<file path="config.mk">
export PLATFORM = sky130hd
export DESIGN_NAME = dsprd_top
export DESIGN_NICKNAME = d
export VERILOG_FILES = /design/src/verilog/dsprd_pkg.sv /design/src/verilog/dsprd_reg_if.sv /design/src/verilog/dsprd_chan.sv /design/src/verilog/dsprd_prn.sv /design/src/verilog/dsprd_top.sv
export SDC_FILE = /design/constraint.sdc
export NUM_CORES = 1
export LEC_CHECK = 0
export BUFFER_PORTS_ARGS = -buffer_cell sky130_fd_sc_hd__buf_4
export CAP_MARGIN = 20
export CORE_MARGIN = 8
export CORE_UTILIZATION = 45
export DETAILED_ROUTE_END_ITERATION = 8
export PLACE_DENSITY = 0.75
export SYNTH_ARGS = -nofsm -noshare
export SYNTH_HDL_FRONTEND = slang
export SYNTH_SLANG_ARGS = --single-unit
</file>
<file path="constraint.sdc">
create_clock -name i_sys_clk -period 10.29 [get_ports i_sys_clk]
set_clock_uncertainty 0.2 [all_clocks]
set_input_delay 0.5145 -clock i_sys_clk [delete_from_list [all_inputs] [get_ports i_sys_clk]]
set_output_delay 0.5145 -clock i_sys_clk [all_outputs]
set_load 0.05 [all_outputs]
</file>
<file path="src/verilog/dsprd_pkg.sv">
// Constants for the dual serial channel and printer port register decode.
// Assumes a host that presents address, selects and strobes synchronously.
package dsprd_pkg;
  localparam int DATA_W = 8;
  localparam int ADDR_W = 3;
  localparam int NUM_CHAN = 2;

  // Serial channel offsets, divisor set
  localparam logic [2:0] ADDR_DIV_LOW   = 3'h0;
  localparam logic [2:0] ADDR_DIV_HIGH  = 3'h1;
  // Serial channel offsets, general set
  localparam logic [2:0] ADDR_DATA      = 3'h0;
  localparam logic [2:0] ADDR_INT       = 3'h1;
  localparam logic [2:0] ADDR_FIFO      = 3'h2;
  localparam logic [2:0] ADDR_LINE_CTL  = 3'h3;
  localparam logic [2:0] ADDR_MODEM_CTL = 3'h4;
  localparam logic [2:0] ADDR_LINE_STAT = 3'h5;
  localparam logic [2:0] ADDR_MODEM_STAT= 3'h6;
  localparam logic [2:0] ADDR_SCRATCH   = 3'h7;

  // Printer offsets, top address bit ignored
  localparam logic [1:0] PADDR_DATA     = 2'h0;
  localparam logic [1:0] PADDR_STAT_DIR = 2'h1;
  localparam logic [1:0] PADDR_CMD_CTL  = 2'h2;

  // Field positions and codes
  localparam int LINE_CTL_DIV_BIT = 7;
  localparam int PRN_CTL_DIR_BIT  = 5;
  localparam logic [7:0] DIR_CODE_INPUT  = 8'haa;
  localparam logic [7:0] DIR_CODE_OUTPUT = 8'h55;

  // Reset values
  localparam logic [7:0] RST_BYTE   = 8'h00;
  localparam logic [7:0] IDLE_BYTE  = 8'h00;
endpackage

</file>
<file path="src/verilog/dsprd_reg_if.sv">
// Decoded register access path from the top decode to one register set.
// Assumes strobes are one clock wide and synchronous to the system clock.
`timescale 1ns/1ps
interface dsprd_reg_if;
  logic       sel;
  logic       wr;
  logic       rd;
  logic [2:0] addr;
  logic [7:0] wdata;
  logic [7:0] rdata;

  modport decode (output sel, output wr, output rd, output addr,
                  output wdata, input rdata);
  modport regs   (input sel, input wr, input rd, input addr,
                  input wdata, output rdata);
endinterface

</file>
<file path="src/verilog/dsprd_chan.sv">
// Register set of one serial channel: general set and divisor set.
// Assumes the decode drives sel from the channel's active-low select.
`timescale 1ns/1ps
module dsprd_chan (
  input  wire logic       i_sys_clk,
  input  wire logic       i_reset,
  dsprd_reg_if.regs       bus,
  input  wire logic [7:0] i_rx_data,
  input  wire logic [7:0] i_int_status,
  input  wire logic [7:0] i_line_status,
  input  wire logic [7:0] i_modem_status,
  output logic [15:0]     o_divisor,
  output logic [7:0]      o_line_control,
  output logic [7:0]      o_int_enable,
  output logic [7:0]      o_fifo_control,
  output logic [7:0]      o_modem_control,
  output logic [7:0]      o_tx_data,
  output logic            o_tx_load,
  output logic            o_rx_read
);
  logic       div_access;
  logic       gen_wr;
  logic [7:0] scratch_r;

  // Divisor access bit steers both reads and writes
  assign div_access = o_line_control[dsprd_pkg::LINE_CTL_DIV_BIT];
  assign gen_wr     = bus.sel & bus.wr;

  // Holding-register side effects only in the general set
  assign o_tx_load = gen_wr & ~div_access
                     & (bus.addr == dsprd_pkg::ADDR_DATA);
  assign o_rx_read = bus.sel & bus.rd & ~div_access
                     & (bus.addr == dsprd_pkg::ADDR_DATA);

  // Divisor latch bytes
  always_ff @(posedge i_sys_clk or posedge i_reset) begin
    if (i_reset) begin
      o_divisor <= {dsprd_pkg::RST_BYTE, dsprd_pkg::RST_BYTE};
    end else if (gen_wr && div_access) begin
      if (bus.addr == dsprd_pkg::ADDR_DIV_LOW) begin
        o_divisor[7:0] <= bus.wdata;
      end
      if (bus.addr == dsprd_pkg::ADDR_DIV_HIGH) begin
        o_divisor[15:8] <= bus.wdata;
      end
    end
  end

  // General set writable registers; line control stays reachable always
  always_ff @(posedge i_sys_clk or posedge i_reset) begin
    if (i_reset) begin
      o_line_control  <= dsprd_pkg::RST_BYTE;
      o_int_enable    <= dsprd_pkg::RST_BYTE;
      o_fifo_control  <= dsprd_pkg::RST_BYTE;
      o_modem_control <= dsprd_pkg::RST_BYTE;
      o_tx_data       <= dsprd_pkg::RST_BYTE;
      scratch_r       <= dsprd_pkg::RST_BYTE;
    end else if (gen_wr) begin
      unique case (bus.addr)
        dsprd_pkg::ADDR_DATA: begin
          if (!div_access) o_tx_data <= bus.wdata;
        end
        dsprd_pkg::ADDR_INT: begin
          if (!div_access) o_int_enable <= bus.wdata;
        end
        dsprd_pkg::ADDR_FIFO:      o_fifo_control  <= bus.wdata;
        dsprd_pkg::ADDR_LINE_CTL:  o_line_control  <= bus.wdata;
        dsprd_pkg::ADDR_MODEM_CTL: o_modem_control <= bus.wdata;
        dsprd_pkg::ADDR_SCRATCH:   scratch_r       <= bus.wdata;
        default: ; // Status offsets are read only
      endcase
    end
  end

  // Read mux; divisor set overlays the two lowest offsets
  always_comb begin
    bus.rdata = dsprd_pkg::IDLE_BYTE;
    unique case (bus.addr)
      dsprd_pkg::ADDR_DATA:
        bus.rdata = div_access ? o_divisor[7:0] : i_rx_data;
      dsprd_pkg::ADDR_INT:
        bus.rdata = div_access ? o_divisor[15:8] : i_int_status;
      dsprd_pkg::ADDR_FIFO:       bus.rdata = i_int_status;
      dsprd_pkg::ADDR_LINE_CTL:   bus.rdata = o_line_control;
      dsprd_pkg::ADDR_MODEM_CTL:  bus.rdata = o_modem_control;
      dsprd_pkg::ADDR_LINE_STAT:  bus.rdata = i_line_status;
      dsprd_pkg::ADDR_MODEM_STAT: bus.rdata = i_modem_status;
      dsprd_pkg::ADDR_SCRATCH:    bus.rdata = scratch_r;
    endcase
  end
endmodule // dsprd_chan

</file>
<file path="src/verilog/dsprd_prn.sv">
// Printer port register set: data port, status, direction and control.
// Assumes the decode drives sel from the active-low printer select.
`timescale 1ns/1ps
module dsprd_prn (
  input  wire logic       i_sys_clk,
  input  wire logic       i_reset,
  dsprd_reg_if.regs       bus,
  input  wire logic       i_bidirectional_enable_pin,
  input  wire logic [7:0] i_port_in,
  input  wire logic [7:0] i_printer_status,
  output logic [7:0]      o_port_out,
  output logic            o_port_oe,
  output logic [7:0]      o_printer_control
);
  logic [1:0] paddr;
  logic       wr_hit;
  logic       dir_reg_input_r;
  logic       dir_input;

  // Top address bit plays no part in the printer set
  assign paddr  = bus.addr[1:0];
  assign wr_hit = bus.sel & bus.wr;

  // Pin picks the direction source; control bit wins when enabled
  assign dir_input = i_bidirectional_enable_pin
                     ? o_printer_control[dsprd_pkg::PRN_CTL_DIR_BIT]
                     : dir_reg_input_r;
  assign o_port_oe = ~dir_input;

  // Data port latch and control register
  always_ff @(posedge i_sys_clk or posedge i_reset) begin
    if (i_reset) begin
      o_port_out        <= dsprd_pkg::RST_BYTE;
      o_printer_control <= dsprd_pkg::RST_BYTE;
    end else if (wr_hit) begin
      if (paddr == dsprd_pkg::PADDR_DATA) o_port_out <= bus.wdata;
      if (paddr == dsprd_pkg::PADDR_CMD_CTL) begin
        o_printer_control <= bus.wdata;
      end
    end
  end

  // Direction register keeps its state unless one of the two codes lands
  always_ff @(posedge i_sys_clk or posedge i_reset) begin
    if (i_reset) begin
      dir_reg_input_r <= 1'b0;
    end else if (wr_hit && paddr == dsprd_pkg::PADDR_STAT_DIR) begin
      if (bus.wdata == dsprd_pkg::DIR_CODE_INPUT) begin
        dir_reg_input_r <= 1'b1;
      end else if (bus.wdata == dsprd_pkg::DIR_CODE_OUTPUT) begin
        dir_reg_input_r <= 1'b0;
      end
    end
  end

  // Port reads return the pins when the port faces inward
  always_comb begin
    bus.rdata = dsprd_pkg::IDLE_BYTE;
    unique case (paddr)
      dsprd_pkg::PADDR_DATA:
        bus.rdata = dir_input ? i_port_in : o_port_out;
      dsprd_pkg::PADDR_STAT_DIR: bus.rdata = i_printer_status;
      dsprd_pkg::PADDR_CMD_CTL:  bus.rdata = o_printer_control;
      default:                   bus.rdata = dsprd_pkg::IDLE_BYTE;
    endcase
  end
endmodule // dsprd_prn

</file>
<file path="src/verilog/dsprd_top.sv">
// Host register decode for two serial channels and a printer port.
// Assumes host address, selects and strobes are synchronous to i_sys_clk
// and that read and write strobes are one cycle wide.
`timescale 1ns/1ps
module dsprd_top (
  input  wire logic        i_sys_clk,
  input  wire logic        i_reset,
  input  wire logic [2:0]  i_addr,
  input  wire logic [7:0]  i_wdata,
  input  wire logic        i_rd,
  input  wire logic        i_wr,
  input  wire logic [1:0]  i_chan_select_n,
  input  wire logic        i_printer_select_n,
  output logic [7:0]       o_rdata,
  output logic             o_rdata_oe,
  // Serial channel side, index 0 is channel A
  input  wire logic [1:0][7:0] i_rx_data,
  input  wire logic [1:0][7:0] i_int_status,
  input  wire logic [1:0][7:0] i_line_status,
  input  wire logic [1:0][7:0] i_modem_status,
  output logic [1:0][15:0] o_divisor,
  output logic [1:0][7:0]  o_line_control,
  output logic [1:0][7:0]  o_int_enable,
  output logic [1:0][7:0]  o_fifo_control,
  output logic [1:0][7:0]  o_modem_control,
  output logic [1:0][7:0]  o_tx_data,
  output logic [1:0]       o_tx_load,
  output logic [1:0]       o_rx_read,
  // Printer side
  input  wire logic        i_bidirectional_enable_pin,
  input  wire logic [7:0]  i_port_in,
  input  wire logic [7:0]  i_printer_status,
  output logic [7:0]       o_port_out,
  output logic             o_port_oe,
  output logic [7:0]       o_printer_control
);
  dsprd_reg_if ch_bus [dsprd_pkg::NUM_CHAN] ();
  dsprd_reg_if prn_bus ();

  logic [1:0] chan_sel;
  logic [7:0] ch_rdata [dsprd_pkg::NUM_CHAN];
  logic       prn_sel;
  logic       any_sel;
  logic       rd_hit;
  logic [7:0] rdata_nxt;

  // Active-low selects become per-set enables
  assign chan_sel = ~i_chan_select_n;
  assign prn_sel  = ~i_printer_select_n;
  assign any_sel  = (|chan_sel) | prn_sel;
  assign rd_hit   = i_rd & any_sel;

  // Fan the host bus out to both channels
  for (genvar c = 0; c < dsprd_pkg::NUM_CHAN; c++) begin : g_chan
    assign ch_bus[c].sel   = chan_sel[c];
    assign ch_bus[c].wr    = i_wr;
    assign ch_bus[c].rd    = i_rd;
    assign ch_bus[c].addr  = i_addr;
    assign ch_bus[c].wdata = i_wdata;
    assign ch_rdata[c]     = ch_bus[c].rdata;

    dsprd_chan u_chan (
      .i_sys_clk       (i_sys_clk),
      .i_reset         (i_reset),
      .bus             (ch_bus[c]),
      .i_rx_data       (i_rx_data[c]),
      .i_int_status    (i_int_status[c]),
      .i_line_status   (i_line_status[c]),
      .i_modem_status  (i_modem_status[c]),
      .o_divisor       (o_divisor[c]),
      .o_line_control  (o_line_control[c]),
      .o_int_enable    (o_int_enable[c]),
      .o_fifo_control  (o_fifo_control[c]),
      .o_modem_control (o_modem_control[c]),
      .o_tx_data       (o_tx_data[c]),
      .o_tx_load       (o_tx_load[c]),
      .o_rx_read       (o_rx_read[c])
    );
  end

  // Printer set sees the same bus under its own select
  assign prn_bus.sel   = prn_sel;
  assign prn_bus.wr    = i_wr;
  assign prn_bus.rd    = i_rd;
  assign prn_bus.addr  = i_addr;
  assign prn_bus.wdata = i_wdata;

  dsprd_prn u_prn (
    .i_sys_clk                  (i_sys_clk),
    .i_reset                    (i_reset),
    .bus                        (prn_bus),
    .i_bidirectional_enable_pin (i_bidirectional_enable_pin),
    .i_port_in                  (i_port_in),
    .i_printer_status           (i_printer_status),
    .o_port_out                 (o_port_out),
    .o_port_oe                  (o_port_oe),
    .o_printer_control          (o_printer_control)
  );

  // Read source; channel A over B over printer if the host overlaps selects
  always_comb begin
    rdata_nxt = dsprd_pkg::IDLE_BYTE;
    if (chan_sel[0]) begin
      rdata_nxt = ch_rdata[0];
    end else if (chan_sel[1]) begin
      rdata_nxt = ch_rdata[1];
    end else if (prn_sel) begin
      rdata_nxt = prn_bus.rdata;
    end
  end

  // Read data is captured so the bus sees a clean registered value
  always_ff @(posedge i_sys_clk or posedge i_reset) begin
    if (i_reset) begin
      o_rdata <= dsprd_pkg::IDLE_BYTE;
    end else if (rd_hit) begin
      o_rdata <= rdata_nxt;
    end
  end

  // Bus drive lasts one cycle per read, only when a select was low
  always_ff @(posedge i_sys_clk or posedge i_reset) begin
    if (i_reset) begin
      o_rdata_oe <= 1'b0;
    end else begin
      o_rdata_oe <= rd_hit;
    end
  end
endmodule // dsprd_top

</file>
==> flow_summary.yaml <==
synthesis:
  yosysMostFrequentCell: "dfrtp_1"
  synth_edf_count: 0
  synthTopCellsByArea: "dfrtp_1 (50%), mux2_2 (21%), mux2i_1 (6.1%)"
  synth_area_um2: 7760
  synth_top_area_cell: "dfrtp_1"
  synth_nets: 727
  avgSynthCellArea_um2: 12.4
  synthCells: 628
  synthTopCellsByCount: "dfrtp_1 (154), mux2_2 (148), mux2i_1 (47)"
  ys_warn_count: 0
  synth-main-ff-cell: "dfrtp_1"
  yosysSeqAreaShare_pct: 49.7
  synthDistinctLibCells: 51
  ys_seq_elements: 154
  synth.top_cell.area_share_pct: 49.7
  async_reset_ff_share_pct: 100
drt:
  vias_per_cell: 5.78
  dr.first_iter.drc_count: 576
  postRouteAntennaNets: 0
  avgRoutedWirePerCell_um: 25.1
  drc_errors: 0
  dr_total_vias: 6232
  dr.pass1.iters: 5
  drt-total-wl_um: 27100
setup_path:
  ff2ff_path_depth: 4
  start_kind: "input pin"
  reg2reg_slack_ns: 7.62
  required_ns: 9.58
  cp_slowest_cell: "nor2_1"
  cp-end-kind: "primary output"
  slowest_delay_ns: 0.76
  crit_type: "in -> out"
  r2r_start: "g_chan[1].u_chan.o_line_control[7]$_DFFE_PP0P_"
  crit_arrival_ns: 2.85
  cp_max_fo: 38
  r2r_end: "o_rdata[3]$_DFFE_PP0P_"
  cpMostUsedCell: "buf_4"
  path_cells: "buf_4, or2_1, nor2_1, nand2_1, inv_1, buf_4"
final_layout:
  antenna_cells: 0
  stdcell_area_um2: 10200
  syn_to_final_growth_pct: 31.3
  drive_gt1_share_pct: 52.2
  multi_input_area_um2: 3630
  utilization_pct: 59.7
  fin_cells: 1078
  n_fill_cell: 1460
  nets: 939
  seq_area_um2: 3850
place:
  post_dp_cell_area_um2: 9610
  dpl.hpwl_um: 19600
  port_buffers: 240
  routabilityCongestion: 0.890
  dp_cells: 1045
  dp_slack_ns: 6.81
clocking:
  clock_sinks: 154
  path_clk_slew_ns: 0.06
  root_buffer: "clkbuf_16"
  hold_buffers: 0
  cts_setup_buffers: 0
  cts_resized: 0
  clock_latency_ns: 0.43
  cts_buffer_depth: 2
  cts_max_level: 4
  cts_buffers: 17
  cts_tree: "built"
timing:
  tightestPinTransition_ns: 1.10
  final_hold_viol_count: 0
  period_needed_ns: 3.56
  report.final.slew_viol_count: 0
  clock.fmax_ghz: 0.281
  relSlewSlack_pct: 26.9
  fin_hold_ws_ns: 0.00524
  setup-tns-final_ns: 0
  setup-violations-final: 0
  fin_crit_sh_pct: 34.6
  setup_ws_ns: 6.73
  rsz0062_at_grt: "no"
pwr:
  p_per_area_nw_per_um2: 237
  seq_power_share_pct: 34.8
  p_total_mw: 2.41
  switching_share_pct: 42.1
  power.share.combinational_pct: 40.8
  p_int_mw: 1.40
  p_sw_mw: 1.02
  peakVddDrop_v: 0.000131
  clkPwrFrac_pct: 24.4
  p_leak_nw: 4.84
global_routing:
  antenna_found_initial: 1
  grt_pass1_wl_um: 41100
  gr-usage-all-layers_pct: 25.0
  grt_util_met3_pct: 6.58
  grt_pass1_vias: 6360
  grt_use_met2_pct: 38.7
  grt_max_degree: 79
  grt_util_met1_pct: 33.0
  grt_busiest_layer: "met2"
  grt.overflow.total: 0
floorplanning:
  fp.coreArea_um2: 17100
  pin_count: 241
  fp.dieArea_um2: 21700
  rows: 48
  start_util_pct: 45.5
  die_h_um: 147
  die_w_um: 147
job:
  max_cap_viol_count: 0
hold_path:
  hold_path_class: "in -> async"
run_status:
  outcome: "finished, final reports clean"
[flip-flops by register name, summed over array words and instances (netlist names), 8 cells and up]
name,flops
g_chan.u_chan.o_divisor,32
g_chan.u_chan.o_fifo_control,16
g_chan.u_chan.o_int_enable,16
g_chan.u_chan.o_line_control,16
g_chan.u_chan.o_modem_control,16
g_chan.u_chan.o_tx_data,16
g_chan.u_chan.scratch_r,16
o_rdata,8
u_prn.o_port_out,8
u_prn.o_printer_control,8
[cell families after synthesis]
family / after synthesis / share of synthesized area (%)
buffers and inverters: 57 / 3.61
and+or+nand+nor: 105 / 7.43
AOI/OAI and AO/OA: 107 / 9.74
muxes: 205 / 29.6
DFF: 154 / 49.7
[cells in the final DEF, fill, tap and decap left out, drive strengths merged, types with 8 or more instances in the layout]
cell type,synthesis,routed
mux2,156,156
dfrtp,154,154
nor2,21,21
o21ai,17,17
inv,7,12
nor2b,10,10
a221oi,12,12
nand3,12,12
buf,27,243
a22oi,11,11
clkbuf,23,18
clkinv,0,8
mux2i,48,48
a21oi,20,20
nand2,27,27
nand2b,13,13
[per-layer routing]
layer / up-vias / share of wire [%]
met3: 41 / 8.5
met4: 0 / 2.8
met2: 285 / 47
met5: - / 0
li1: 2748 / -
met1: 3158 / 42
[worst max-delay path: cells and delay by family]
kind                   cells  cell delay [ns]
and+or+nand+nor            3             1.70
buffers and inverters      3             0.61
[power groups by stage]
stage	sequential [mW]	combinational [mW]	clock (mW)
floorplan	1.24	0.254	0
global placement	0.842	0.980	0
detailed placement	0.848	0.987	0
CTS	0.838	0.989	0.597
global route	0.858	1.02	0.621
finish	0.839	0.986	0.590
[layout make-up]
cell class / count / share of cell area, %
sequential: 154 / 37.8
multi-input combinational: 417 / 35.6
timing repair buffer: 243 / 18.1
clock buffer: 18 / 4.31
tap: 225 / 2.76
clock inverter: 14 / 1.11
inverter: 7 / 0.307
[worst max path at each step]
stage	from	endpoint	slack, ns	depth (start not counted)
after global placement	i_addr[1]	o_tx_load[1]	6.90	6
after CTS	i_addr[1]	o_tx_load[1]	6.81	6
after global routing	i_addr[1]	o_tx_load[1]	6.59	6
final	i_addr[1]	o_tx_load[1]	6.73	6
after floorplan	i_reset	g_chan[0].u_chan.o_divisor[0]$_DFFE_PP0P_	5.43	1
after detailed placement	i_addr[1]	o_tx_load[1]	6.81	6
Note: power is estimated with default switching activity, not from simulation.
